## src/include/jmb_pkg.sv

```systemverilog
package jmb_pkg;

    // ------------------------------------------------------------------
    // Bridge TAP controller states
    // ------------------------------------------------------------------
    typedef enum logic [3:0] {
        TAP_TLR  = 4'b0000, TAP_RTI  = 4'b0001, TAP_SDR  = 4'b0010,
        TAP_CDR  = 4'b0011, TAP_SHDR = 4'b0100, TAP_E1DR = 4'b0101,
        TAP_PDR  = 4'b0110, TAP_E2DR = 4'b0111, TAP_UDR  = 4'b1000,
        TAP_SIR  = 4'b1001, TAP_CIR  = 4'b1010, TAP_SHIR = 4'b1011,
        TAP_E1IR = 4'b1100, TAP_PIR  = 4'b1101, TAP_E2IR = 4'b1110,
        TAP_UIR  = 4'b1111
    } jmb_tap_type;

    // ------------------------------------------------------------------
    // Local port controller states
    // ------------------------------------------------------------------
    typedef enum logic [2:0] {
        LP_PARK_TLR = 3'b000, LP_WAIT_RTI = 3'b001, LP_PARK_RTI = 3'b010,
        LP_PARK_PDR = 3'b011, LP_PARK_PIR = 3'b100, LP_ACTIVE   = 3'b101
    } jmb_lp_type;

    // ------------------------------------------------------------------
    // Instruction codes
    // ------------------------------------------------------------------
    localparam logic [7:0] IR_IDENT          = 8'haa;
    localparam logic [7:0] IR_BYPASS         = 8'hff;
    localparam logic [7:0] IR_CONFIG_SELECT  = 8'h8e;
    localparam logic [7:0] IR_GROUP_SELECT   = 8'h03;
    localparam logic [7:0] IR_RESUME         = 8'he7;
    localparam logic [7:0] IR_PARK_IDLE      = 8'h84;
    localparam logic [7:0] IR_PARK_RESET     = 8'hc6;
    localparam logic [7:0] IR_PARK_PAUSE     = 8'h85;
    localparam logic [7:0] IR_LOCAL_RESET    = 8'h88;
    localparam logic [7:0] IR_SIG_SELECT     = 8'h82;
    localparam logic [7:0] IR_SIG_ON         = 8'h0c;
    localparam logic [7:0] IR_SIG_OFF        = 8'h8d;
    localparam logic [7:0] IR_COUNTER_SELECT = 8'h0e;
    localparam logic [7:0] IR_COUNTER_ON     = 8'h0f;
    localparam logic [7:0] IR_COUNTER_OFF    = 8'h90;
    localparam logic [7:0] IR_CAPTURE        = 8'h01;

    // ------------------------------------------------------------------
    // Reset values and field positions
    // ------------------------------------------------------------------
    localparam logic [7:0]  IR_RESET      = 8'haa;
    localparam logic [6:0]  CFG_RESET     = 7'h01;
    localparam logic [6:0]  CFG_WR_MASK   = 7'h1f;
    localparam logic [1:0]  GROUP_RESET   = 2'h0;
    localparam logic [15:0] SIG_RESET     = 16'h0000;
    localparam logic [31:0] COUNT_RESET   = 32'h00000000;
    localparam logic [15:0] SIG_POLY      = 16'h100b;
    localparam int          CFG_CLK_STOP  = 3;
    localparam int          CFG_LOOPBACK  = 4;
    localparam int          NUM_PORTS     = 3;
    localparam int          FIFO_DEPTH    = 4;

    // Identification fields: values are arbitrary
    localparam logic [3:0]  ID_VERSION = 4'h1;
    localparam logic [15:0] ID_PART    = 16'h1234;
    localparam logic [10:0] ID_MAKER   = 11'h055;
    localparam logic [31:0] ID_VALUE   = {ID_VERSION, ID_PART, ID_MAKER,
                                          1'b1};

endpackage

```

## src/design/jmb_fifo.sv

```systemverilog
`timescale 1ns/100ps
module jmb_fifo #(
    parameter int WIDTH = 1,
    parameter int DEPTH = 4
) (
    input  wire logic             clk,
    input  wire logic             srst,
    input  wire logic             in_valid,
    output logic                  in_ready,
    input  wire logic [WIDTH-1:0] in_data,
    output logic                  out_valid,
    input  wire logic             out_ready,
    output logic      [WIDTH-1:0] out_data
);
    localparam int AW = $clog2(DEPTH);

    logic [WIDTH-1:0] mem_r [DEPTH];
    logic [AW-1:0]    wr_r;
    logic [AW-1:0]    rd_r;
    logic [AW:0]      cnt_r;
    logic             push;
    logic             pop;

    assign in_ready  = (cnt_r != (AW+1)'(DEPTH));
    assign out_valid = (cnt_r != '0);
    assign out_data  = mem_r[rd_r];
    assign push      = in_valid & in_ready;
    assign pop       = out_valid & out_ready;

    always_ff @(posedge clk)
    begin
        if (push)
            mem_r[wr_r] <= in_data;
    end

    always_ff @(posedge clk)
    begin
        if (srst)
        begin
            wr_r  <= '0;
            rd_r  <= '0;
            cnt_r <= '0;
        end
        else
        begin
            if (push)
                wr_r <= (wr_r == AW'(DEPTH-1)) ? '0 : wr_r + 1'b1;
            if (pop)
                rd_r <= (rd_r == AW'(DEPTH-1)) ? '0 : rd_r + 1'b1;
            cnt_r <= cnt_r + (AW+1)'(push) - (AW+1)'(pop);
        end
    end
endmodule

```

## src/design/jmb_port_ctrl.sv

```systemverilog
`timescale 1ns/100ps
module jmb_port_ctrl
    import jmb_pkg::*;
(
    input  wire logic       core_clk,
    input  wire logic       srst,
    input  wire logic       tck_b,
    input  wire logic       tms_b,
    input  wire logic       tdi_b,
    input  wire logic       trst_n,
    input  wire logic [2:0] lp_tdi,
    output logic            tdo_b,
    output logic            tdo_b_oe,
    output logic      [2:0] lp_tck,
    output logic      [2:0] lp_tms,
    output logic      [2:0] lp_tdo,
    output logic            sig_fifo_ready
);
    // ------------------------------------------------------------------
    // Pin synchronisation and clock edges
    // ------------------------------------------------------------------
    logic [6:0] sync_w;
    logic       tck_s;
    logic       tms_s;
    logic       tdi_s;
    logic [2:0] lp_tdi_s;
    logic       trst_n_s;
    logic       tck_d_r;
    logic       rise;
    logic       fall;

    jmb_sync #(.WIDTH(7)) u_sync (
        .clk  (core_clk),
        .din  ({trst_n, lp_tdi, tdi_b, tms_b, tck_b}),
        .dout (sync_w)
    );

    assign {trst_n_s, lp_tdi_s, tdi_s, tms_s, tck_s} = sync_w;

    always_ff @(posedge core_clk)
    begin
        if (srst)
            tck_d_r <= 1'b0;
        else
            tck_d_r <= tck_s;
    end

    assign rise = tck_s & ~tck_d_r;
    assign fall = ~tck_s & tck_d_r;

    // ------------------------------------------------------------------
    // Bridge TAP controller
    // ------------------------------------------------------------------
    jmb_tap_type tap_r;
    jmb_tap_type tap_nxt;
    logic        level1;
    logic        shift_dr;
    logic        dr_phase;

    always_comb
    begin
        case (tap_r)
            TAP_TLR:  tap_nxt = tms_s ? TAP_TLR  : TAP_RTI;
            TAP_RTI:  tap_nxt = tms_s ? TAP_SDR  : TAP_RTI;
            TAP_SDR:  tap_nxt = tms_s ? TAP_SIR  : TAP_CDR;
            TAP_CDR:  tap_nxt = tms_s ? TAP_E1DR : TAP_SHDR;
            TAP_SHDR: tap_nxt = tms_s ? TAP_E1DR : TAP_SHDR;
            TAP_E1DR: tap_nxt = tms_s ? TAP_UDR  : TAP_PDR;
            TAP_PDR:  tap_nxt = tms_s ? TAP_E2DR : TAP_PDR;
            TAP_E2DR: tap_nxt = tms_s ? TAP_UDR  : TAP_SHDR;
            TAP_UDR:  tap_nxt = tms_s ? TAP_SDR  : TAP_RTI;
            TAP_SIR:  tap_nxt = tms_s ? TAP_TLR  : TAP_CIR;
            TAP_CIR:  tap_nxt = tms_s ? TAP_E1IR : TAP_SHIR;
            TAP_SHIR: tap_nxt = tms_s ? TAP_E1IR : TAP_SHIR;
            TAP_E1IR: tap_nxt = tms_s ? TAP_UIR  : TAP_PIR;
            TAP_PIR:  tap_nxt = tms_s ? TAP_E2IR : TAP_PIR;
            TAP_E2IR: tap_nxt = tms_s ? TAP_UIR  : TAP_SHIR;
            TAP_UIR:  tap_nxt = tms_s ? TAP_SDR  : TAP_RTI;
            default:  tap_nxt = TAP_TLR;
        endcase
    end

    // Synchronised test reset pin forces the reset state without waiting for a TCK rise
    always_ff @(posedge core_clk)
    begin
        if (srst || !trst_n_s)
            tap_r <= TAP_TLR;
        else if (rise)
            tap_r <= tap_nxt;
    end

    assign level1   = (tap_r == TAP_TLR) | srst;
    assign shift_dr = (tap_r == TAP_SHDR);
    assign dr_phase = (tap_r inside {TAP_CDR, TAP_SHDR, TAP_E1DR,
                                     TAP_PDR, TAP_E2DR, TAP_UDR});

    // ------------------------------------------------------------------
    // Instruction register
    // ------------------------------------------------------------------
    logic [7:0] ir_sh_r;
    logic [7:0] ir_r;

    always_ff @(posedge core_clk)
    begin
        if (level1)
        begin
            ir_sh_r <= IR_RESET;
            ir_r    <= IR_RESET;
        end
        else if (rise)
        begin
            case (tap_r)
                TAP_CIR:  ir_sh_r <= IR_CAPTURE;
                TAP_SHIR: ir_sh_r <= {tdi_s, ir_sh_r[7:1]};
                TAP_UIR:  ir_r    <= ir_sh_r;
                default:  ir_r    <= ir_r;
            endcase
        end
    end

    // ------------------------------------------------------------------
    // Data registers
    // ------------------------------------------------------------------
    logic [6:0]  cfg_r;
    logic [7:0]  cfg_sh_r;
    logic [1:0]  grp_r;
    logic [1:0]  grp_sh_r;
    logic [31:0] id_sh_r;
    logic        byp_r;
    logic [31:0] cnt_r;
    logic [15:0] sig_r;
    logic        cnt_en_r;
    logic        cnt_flag;
    logic        cnt_shift;

    assign cnt_flag  = cnt_en_r & (cnt_r == COUNT_RESET);
    assign cnt_shift = shift_dr & (ir_r == IR_COUNTER_SELECT);

    always_ff @(posedge core_clk)
    begin
        if (level1)
        begin
            cfg_r    <= CFG_RESET;
            cfg_sh_r <= {1'b0, CFG_RESET};
            grp_r    <= GROUP_RESET;
            grp_sh_r <= GROUP_RESET;
            id_sh_r  <= ID_VALUE;
            byp_r    <= 1'b0;
        end
        else if (rise)
        begin
            if (tap_r == TAP_CDR)
            begin
                cfg_sh_r <= {cnt_flag, cfg_r};
                grp_sh_r <= grp_r;
                id_sh_r  <= ID_VALUE;
                byp_r    <= 1'b0;
            end
            else if (shift_dr)
            begin
                case (ir_r)
                    IR_CONFIG_SELECT: cfg_sh_r <= {tdi_s, cfg_sh_r[7:1]};
                    IR_GROUP_SELECT:  grp_sh_r <= {tdi_s, grp_sh_r[1]};
                    IR_IDENT:         id_sh_r  <= {tdi_s, id_sh_r[31:1]};
                    default:          byp_r    <= tdi_s;
                endcase
            end
            else if (tap_r == TAP_UDR)
            begin
                // Bit 7 read-only, bits 5-6 reserved
                if (ir_r == IR_CONFIG_SELECT)
                    cfg_r <= cfg_sh_r[6:0] & CFG_WR_MASK;
                if (ir_r == IR_GROUP_SELECT)
                    grp_r <= grp_sh_r;
            end
        end
    end

    // ------------------------------------------------------------------
    // Clock down-counter
    // ------------------------------------------------------------------
    always_ff @(posedge core_clk)
    begin
        if (level1)
        begin
            cnt_r    <= COUNT_RESET;
            cnt_en_r <= 1'b0;
        end
        else if (rise)
        begin
            if (tap_r == TAP_UIR && ir_sh_r == IR_COUNTER_ON)
                cnt_en_r <= 1'b1;
            else if (tap_r == TAP_UIR && ir_sh_r == IR_COUNTER_OFF)
                cnt_en_r <= 1'b0;
            if (cnt_shift)
                cnt_r <= {tdi_s, cnt_r[31:1]};
            else if (cnt_en_r && cnt_r != COUNT_RESET &&
                     !(dr_phase && ir_r == IR_COUNTER_SELECT))
                cnt_r <= cnt_r - 32'h00000001;
        end
    end

    // ------------------------------------------------------------------
    // Local port controllers and serial path
    // ------------------------------------------------------------------
    jmb_lp_type lp_r [NUM_PORTS];
    logic [3:0] chain;
    logic [2:0] pad_r;
    logic [2:0] active;
    logic       reg_out;
    logic       resume;
    logic       park_run;

    assign resume = (ir_r == IR_RESUME);
    // Counter overrides the stop bit while enabled
    assign park_run = cnt_en_r ? (cnt_r != COUNT_RESET)
                               : ~cfg_r[CFG_CLK_STOP];

    always_comb
    begin
        if (tap_r == TAP_SHIR)
            reg_out = ir_sh_r[0];
        else
            case (ir_r)
                IR_CONFIG_SELECT:  reg_out = cfg_sh_r[0];
                IR_GROUP_SELECT:   reg_out = grp_sh_r[0];
                IR_IDENT:          reg_out = id_sh_r[0];
                IR_SIG_SELECT:     reg_out = sig_r[0];
                IR_COUNTER_SELECT: reg_out = cnt_r[0];
                default:           reg_out = byp_r;
            endcase
    end

    assign chain[0] = reg_out;

    genvar gi;
    generate
        for (gi = 0; gi < NUM_PORTS; gi++)
        begin : g_port
            logic sel;

            // Loopback stops every parked port from resuming into the path
            assign sel = cfg_r[gi] & ~cfg_r[CFG_LOOPBACK];
            assign active[gi] = (lp_r[gi] == LP_ACTIVE);
            // Parked ports are skipped entirely
            assign chain[gi+1] = active[gi] ? pad_r[gi] : chain[gi];

            always_ff @(posedge core_clk)
            begin
                if (level1)
                    lp_r[gi] <= LP_PARK_TLR;
                else if (ir_r == IR_LOCAL_RESET)
                    lp_r[gi] <= LP_PARK_TLR;
                else if (fall && lp_r[gi] == LP_PARK_TLR && resume && sel)
                    lp_r[gi] <= LP_WAIT_RTI;
                else if (rise)
                begin
                    case (lp_r[gi])
                        LP_WAIT_RTI, LP_PARK_RTI:
                            if (resume && sel && tap_r == TAP_RTI)
                                lp_r[gi] <= LP_ACTIVE;
                        LP_PARK_PDR:
                            if (resume && sel && tap_r == TAP_PDR)
                                lp_r[gi] <= LP_ACTIVE;
                        LP_PARK_PIR:
                            if (resume && sel && tap_r == TAP_PIR)
                                lp_r[gi] <= LP_ACTIVE;
                        LP_ACTIVE:
                            if (ir_r == IR_PARK_RESET)
                                lp_r[gi] <= LP_PARK_TLR;
                            else if (ir_r == IR_PARK_IDLE &&
                                     tap_r == TAP_RTI)
                                lp_r[gi] <= LP_PARK_RTI;
                            else if (ir_r == IR_PARK_PAUSE &&
                                     tap_r == TAP_PDR)
                                lp_r[gi] <= LP_PARK_PDR;
                            else if (ir_r == IR_PARK_PAUSE &&
                                     tap_r == TAP_PIR)
                                lp_r[gi] <= LP_PARK_PIR;
                        default:
                            lp_r[gi] <= lp_r[gi];
                    endcase
                end
            end

            always_ff @(posedge core_clk)
            begin
                if (srst)
                begin
                    lp_tms[gi] <= 1'b1;
                    lp_tck[gi] <= 1'b0;
                    lp_tdo[gi] <= 1'b0;
                    pad_r[gi]  <= 1'b0;
                end
                else
                begin
                    // High parks in reset, low holds idle or pause
                    lp_tms[gi] <= active[gi] ? tms_s
                                : (lp_r[gi] == LP_PARK_TLR);
                    lp_tck[gi] <= tck_s & (active[gi] | park_run);
                    if (fall)
                        lp_tdo[gi] <= chain[gi];
                    if (rise)
                        pad_r[gi] <= lp_tdi_s[gi];
                end
            end
        end
    endgenerate

    // Backplane data output changes on the falling clock edge
    always_ff @(posedge core_clk)
    begin
        if (srst)
        begin
            tdo_b    <= 1'b0;
            tdo_b_oe <= 1'b0;
        end
        else if (fall)
        begin
            tdo_b    <= chain[NUM_PORTS];
            tdo_b_oe <= shift_dr | (tap_r == TAP_SHIR);
        end
    end

    // ------------------------------------------------------------------
    // Signature compactor
    // ------------------------------------------------------------------
    // Bits queue here so a compactor scan can hold off compaction
    logic        sig_en_r;
    logic        sig_shift;
    logic        q_valid;
    logic        q_data;
    logic        q_ready;
    logic        q_push;
    logic        fb;

    assign sig_shift = shift_dr & (ir_r == IR_SIG_SELECT);
    assign q_ready   = ~sig_shift;
    assign q_push    = rise & shift_dr & sig_en_r & (active != 3'b000);
    assign fb        = sig_r[15] ^ q_data;

    jmb_fifo #(.WIDTH(1), .DEPTH(FIFO_DEPTH)) u_fifo (
        .clk       (core_clk),
        .srst      (srst),
        .in_valid  (q_push),
        .in_ready  (sig_fifo_ready),
        .in_data   (chain[NUM_PORTS]),
        .out_valid (q_valid),
        .out_ready (q_ready),
        .out_data  (q_data)
    );

    always_ff @(posedge core_clk)
    begin
        if (level1)
        begin
            sig_r    <= SIG_RESET;
            sig_en_r <= 1'b0;
        end
        else
        begin
            if (rise && tap_r == TAP_UIR && ir_sh_r == IR_SIG_ON)
                sig_en_r <= 1'b1;
            else if (rise && tap_r == TAP_UIR && ir_sh_r == IR_SIG_OFF)
                sig_en_r <= 1'b0;
            if (rise && sig_shift)
                sig_r <= {tdi_s, sig_r[15:1]};
            else if (q_valid && q_ready)
                sig_r <= {sig_r[14:0], 1'b0} ^ (fb ? SIG_POLY : 16'h0000);
        end
    end
endmodule

```

## src/design/jmb_sync.sv

```systemverilog
`timescale 1ns/100ps
module jmb_sync #(
    parameter int WIDTH = 1
) (
    input  wire logic             clk,
    input  wire logic [WIDTH-1:0] din,
    output logic      [WIDTH-1:0] dout
);
    logic [WIDTH-1:0] meta_r;

    // Two stages; only the second stage is read outside
    always_ff @(posedge clk)
    begin
        meta_r <= din;
        dout   <= meta_r;
    end
endmodule

```

## config.mk

```make
export PLATFORM = sky130hd
export DESIGN_NAME = jmb_port_ctrl
export DESIGN_NICKNAME = d
export VERILOG_FILES = /design/src/include/jmb_pkg.sv /design/src/design/jmb_fifo.sv /design/src/design/jmb_port_ctrl.sv /design/src/design/jmb_sync.sv
export SDC_FILE = /design/constraint.sdc
export NUM_CORES = 1
export LEC_CHECK = 0
export ABC_AREA = 1
export BUFFER_PORTS_ARGS = -buffer_cell sky130_fd_sc_hd__clkbuf_2
export CAP_MARGIN = 20
export CELL_PAD_IN_SITES_DETAIL_PLACEMENT = 0
export CELL_PAD_IN_SITES_GLOBAL_PLACEMENT = 2
export CORE_MARGIN = 2
export CORE_UTILIZATION = 39
export CTS_CLUSTER_SIZE = 40
export DETAILED_ROUTE_END_ITERATION = 10
export PLACE_DENSITY = 0.82
export SYNTH_ARGS = -nofsm -noshare
export SYNTH_HDL_FRONTEND = slang
export SYNTH_SLANG_ARGS = --single-unit
```

## constraint.sdc

```tcl
create_clock -name core_clk -period 6.4 [get_ports core_clk]
set_clock_uncertainty 0.05 [all_clocks]
set_input_delay 1.28 -clock core_clk [delete_from_list [all_inputs] [get_ports core_clk]]
set_output_delay 1.28 -clock core_clk [all_outputs]
set_load 0.01 [all_outputs]
```

---- After elaboration in Yosys (flattened, before gate mapping) ----
Memory sizes are Yosys's and may differ from the RTL's. A register that Yosys moved wholly into a read port is not among the register bits.
Index checks and enable logic that the tools add are counted.
storage, ports and cells
  output and inout port bits .............. 12
  memory bits (writable) .................. 13
  logic and storage cells ................. 483
  register bits ........................... 156
  memories kept ........................... 2
memories
  name          words  width  rd ports  clocked after memory_dff  wr ports  RTL line              text
  lp_r          3      3      3         0                         3         jmb_port_ctrl.sv:206  jmb_lp_type lp_r [NUM_PORTS];
  u_fifo.mem_r  4      1      1         1                         1         jmb_fifo.sv:17        logic [WIDTH-1:0] mem_r [DEPTH];
cells by class
  equal/unequal tests ..................... 48
  bitwise logic cells ..................... 60
  reductions and logical operators ........ 75
  add/subtract/negate cells ............... 5
  muxes and demuxes ....................... 260
operators by type and width
  cell                                                                  number
  1-bit two-way mux                                                     200
  32-bit two-way mux                                                    5
  3-bit two-way mux                                                     32
  8-bit == test, second input constant                                  10
  4-bit one-hot mux with 12 select lines                                1
  1-bit bitwise OR                                                      35
  1-bit logical AND                                                     34
  4-bit == test, second input constant                                  8
  32-bit logical NOT                                                    1
  16-bit two-way mux                                                    2
  32-bit nonzero test                                                   1
  32-bit by 1-bit subtractor with 32-bit output, second input constant  1
  8-bit by 4-bit == test with 1-bit output, second input constant       3
  8-bit two-way mux                                                     3
  2-bit two-way mux                                                     10
  3-bit by 2-bit == test with 1-bit output, second input constant       6
  3-bit == test, second input constant                                  6
  2-bit nonzero test                                                    9
  1-bit bitwise AND                                                     16
  4-bit by 3-bit == test with 1-bit output, second input constant       4
  4-bit two-way mux                                                     4
  8-bit one-hot mux with 2 select lines                                 1
  16-bit by 13-bit bitwise XOR with 16-bit output                       1
  5-bit OR reduction                                                    3
  other kinds (25)                                                      52

---- Depth between registers and ports, before layout ----
  depth after elaboration ................. 19
  mapped depth ............................ 16

---- Hierarchy ----
A second synthesis with hierarchy kept.
second synthesis, totals
  cells, all modules ...................... 1166
  area, all modules ....................... 8426.8 um^2
modules (own cells, without submodules)
  module         cells an instance  times used  area each (um^2)
  jmb_port_ctrl  1077               1           7479.7
  jmb_fifo       75                 1           666.9
  jmb_sync       14                 1           280.3

---- Worst setup path before layout ----
No wires, ideal clock.
  path kind ............................... input to register
  start ................................... input port srst
  end ..................................... memory lp_r[0][0] (netlist bit) (enable)
  setup time .............................. 0.309 ns
  buffers on the path ..................... 1
  data required time ...................... 6.041 ns
  arrival ................................. 2.402 ns
  stages on the path ...................... 8
  setup slack ............................. 3.639 ns
  cell sequence ........................... clkbuf_1 -> nor2_4 -> nand2_2 -> nor2_2 -> inv_2 -> nor2_1 -> o21ai_0 -> nand4_1
RTL lines
  element      RTL line              text
  from (decl)  jmb_port_ctrl.sv:6    input wire logic srst,
  to (decl)    jmb_port_ctrl.sv:206

==> results.py <==
metrics = {
    "grt": {
        "gr-usage-all-layers_pct": 18.8,
        "grt_max_degree": 54,
        "grt_pass1_vias": 6706,
        "grt_overflow": 0,
        "grt_pass1_wl_um": 34100,
        "antenna_found_initial": 0,
    },
    "clock_tree": {
        "cts_buffers": 17,
        "cts_tree": "done",
        "post_cts_buffers": 0,
        "clk_pin_slew_worst_paths_ns": 0.07,
        "cts-htree-levels": 4,
        "hold_buffers": 0,
        "cts-root-buf": "clkbuf_16",
        "post_cts_resized": 0,
        "clock-sinks": 171,
        "cts_buffer_depth": 2,
        "clock_latency_ns": 0.44,
    },
    "route": {
        "wl_met1_um": 10800,
        "wl_um": 20300,
        "first_pass_iters": 5,
        "dr_total_vias": 7194,
        "antenna_left": 0,
        "wl_met3_um": 462,
        "first_iter_violations": 411,
        "wl_per_cell_um": 14.1,
        "dr_wl_met2_um": 8750,
        "dr.max_layer_used": "met4",
        "post-route-drc-count": 0,
        "vias_per_cell": 5.00,
    },
    "floorplanning": {
        "num_rows": 53,
        "initial_utilization_pct": 39.8,
        "io_pins": 21,
        "die_w_um": 150,
        "coreArea_um2": 21000,
        "dieArea_um2": 22600,
        "dieHeight_um": 150,
    },
    "placed_design": {
        "io_buffers": 20,
        "pre_cts_ws_ns": 2.88,
        "hpwl_um": 13600,
        "routabilityCongestion": 0.777,
    },
    "worst_setup_path": {
        "critical_path.startpoint": "srst",
        "cp_slowest_cell": "inv_2",
        "path_buf_inv": 3,
        "max_stage_delay_ns": 0.77,
        "cpMostUsedCell": "nor2_1",
        "r2r-start": "tap_r[2]",
        "path_class": "input pin to flip-flop",
        "start_kind": "input pin",
        "crit_fanout": 45,
        "crit_required_ns": 6.49,
        "critPathArrivalTime_ns": 3.14,
        "end_kind": "flip-flop",
        "cp_cell_sequence": "clkbuf_2, nor2_4, buf_4, inv_2, nor2_1, nor2_1, nand4_1",
        "path_delay_family": "buffers and inverters",
    },
    "synth": {
        "synth_warnings": 0,
        "synthesis.area_um2": 8360,
        "synth_seq_cells": 171,
        "syn_inst": 1151,
        "syn_area_per_cell_um2": 7.27,
        "yosysUniqueCellTypes": 51,
        "syn_nets": 1169,
        "seq_area_frac_synth_pct": 42.5,
    },
    "power_and_ir_drop": {
        "internal-power_w": 0.00171,
        "leakage_nw": 3.62,
        "switching_share_pct": 27.5,
        "clkPwrFrac_pct": 44.5,
        "design_power_total_w": 0.00236,
        "power_density_nw_per_um2": 256,
        "p_switching_w": 0.000650,
        "combPwrFrac_pct": 7.9,
        "sequentialPowerShare_pct": 47.7,
        "peakVddDrop_v": 0.000142,
    },
    "timing": {
        "report.final.slew_viol_count": 0,
        "fmax_mhz": 327,
        "period_share_pct": 47.7,
        "tns_ns": 0,
        "rsz0062_at_grt": "false",
        "max-slew-margin-rel_pct": 35.4,
        "worst_slew_pin_slew_ns": 0.967,
        "setup_ws_ns": 3.35,
        "finalSetupViolations": 0,
        "finalHoldViolCount": 0,
        "fin_crit_ns": 3.05,
    },
    "run": {
        "cap_violations": 0,
    },
    "finish": {
        "syn_to_final_growth_pct": 10.0,
        "drive_above_1_share_pct": 10.5,
        "num_antenna_cells": 0,
        "final_nets": 1168,
        "mostFrequentLayoutCell": "nand2_1",
        "utilization_pct": 43.8,
        "layout_common_cells": "nand2_1 (230), dfxtp_1 (158), nor2_1 (135)",
    },
    "run_status": {
        "status": "finished clean",
    },
    "min_path": {
        "hold_start": "u_sync.meta_r[0]",
        "hold_class": "flip-flop to flip-flop",
    },
}
metrics by stage:
step,std cells,hold slack (ns),area (um^2)
5_1_grt,1438,0.290,9200
2_1_floorplan,1151,0.260,8360
6_report,1438,0.279,9200
3_3_place_gp,1406,0.260,8610
3_5_place_dp,1406,0.263,8610
4_1_cts,1438,0.281,9200
synthesized netlist by cell type (all sizes together):
cell type | instances | area share [%]
a21oi | 93 | 5.7
xor2 | 17 | 1.8
o211a | 1 | 0.12
a211oi | 13 | 1.8
a31oi | 23 | 1.7
clkinv | 1 | 0.045
a22oi | 4 | 0.36
clkbuf | 19 | 0.85
a221oi | 3 | 0.31
xnor2 | 2 | 0.21
dfxtp | 158 | 38
a311oi | 1 | 0.10
ha | 8 | 1.2
o21bai | 1 | 0.090
nor3b | 1 | 0.090
o21ai | 103 | 6.3
nor3 | 20 | 1.2
o22ai | 2 | 0.15
nor2 | 154 | 7.9
o211ai | 14 | 1.4
nand3 | 70 | 4.4
nand3b | 1 | 0.090
nor4 | 4 | 0.37
edfxtp | 13 | 4.7
nand4 | 16 | 1.2
o221ai | 1 | 0.10
a22o | 1 | 0.10
or2 | 1 | 0.075
a21o | 1 | 0.090
nand2 | 240 | 11
fa | 1 | 0.24
inv | 138 | 6.2
buf | 26 | 2.0
path summary, 6_finish.rpt:
kind	endpoint	slack, ns	depth (start not counted)
max	lp_r[2][1]	3.35	7
min	u_sync.dout[0]	0.28	0
max reg2reg	lp_r[2][1]	3.57	9
min reg2reg	u_sync.dout[0]	0.28	0
worst register-to-register path: stages (launching register included):
cell	delay, ns
dfxtp_1	0.35
nor2_1	0.15
inv_1	0.11
nor2_1	0.30
nor2_4	0.03
buf_4	0.29
inv_2	0.78
nor2_1	0.13
nor2_1	0.15
nand4_1	0.19
area by class of cell:
| class | instances | area (um^2) |
|---|---|---|
| flip-flops and latches | 171 | 3550 |
| multi-input cells | 796 | 4050 |
| fillers | 2181 | 11800 |
| inverters | 139 | 522 |
| well taps | 275 | 344 |
| clock buffers | 18 | 450 |
| clock inverters | 14 | 144 |
| repair buffers | 25 | 138 |
state kept, by name (all words and copies together), names as in the netlist, 8 cells and up, named ones only:
signal    cells
cnt_r        32
id_sh_r      32
sig_r        16
lp_r          9
cfg_sh_r      8
ir_r          8
ir_sh_r       8
cells by family after synthesis:
| kind of cell | after synthesis | synth area share, % |
|---|---|---|
| buffers and inverters | 184 | 9.10 |
| AO/OA/AOI/OAI | 261 | 18.4 |
| AND/OR/NAND/NOR | 507 | 26.6 |
| XOR/XNOR | 19 | 1.99 |
| adder cells (fa/ha/maj) | 9 | 1.44 |
| flip-flops | 171 | 42.5 |
metal layers:
| layer | vias up | track usage, % |
|---|---|---|
| li1 | 3799 | - |
| met1 | 3324 | 27.6 |
| met2 | 52 | 28.6 |
| met3 | 19 | 3.18 |
| met4 | 0 | 5.09 |
| met5 | - | 0 |
power groups by stage:
stage	registers, W	clock network [W]	logic (W)
floorplan	0.00115	0	0.000143
global placement	0.00115	0	0.000191
detailed placement	0.00115	0	0.000186
CTS	0.00113	0.00107	0.000189
global route	0.00113	0.00111	0.000213
finish	0.00112	0.00105	0.000185
(Power assumes the default switching activity.)
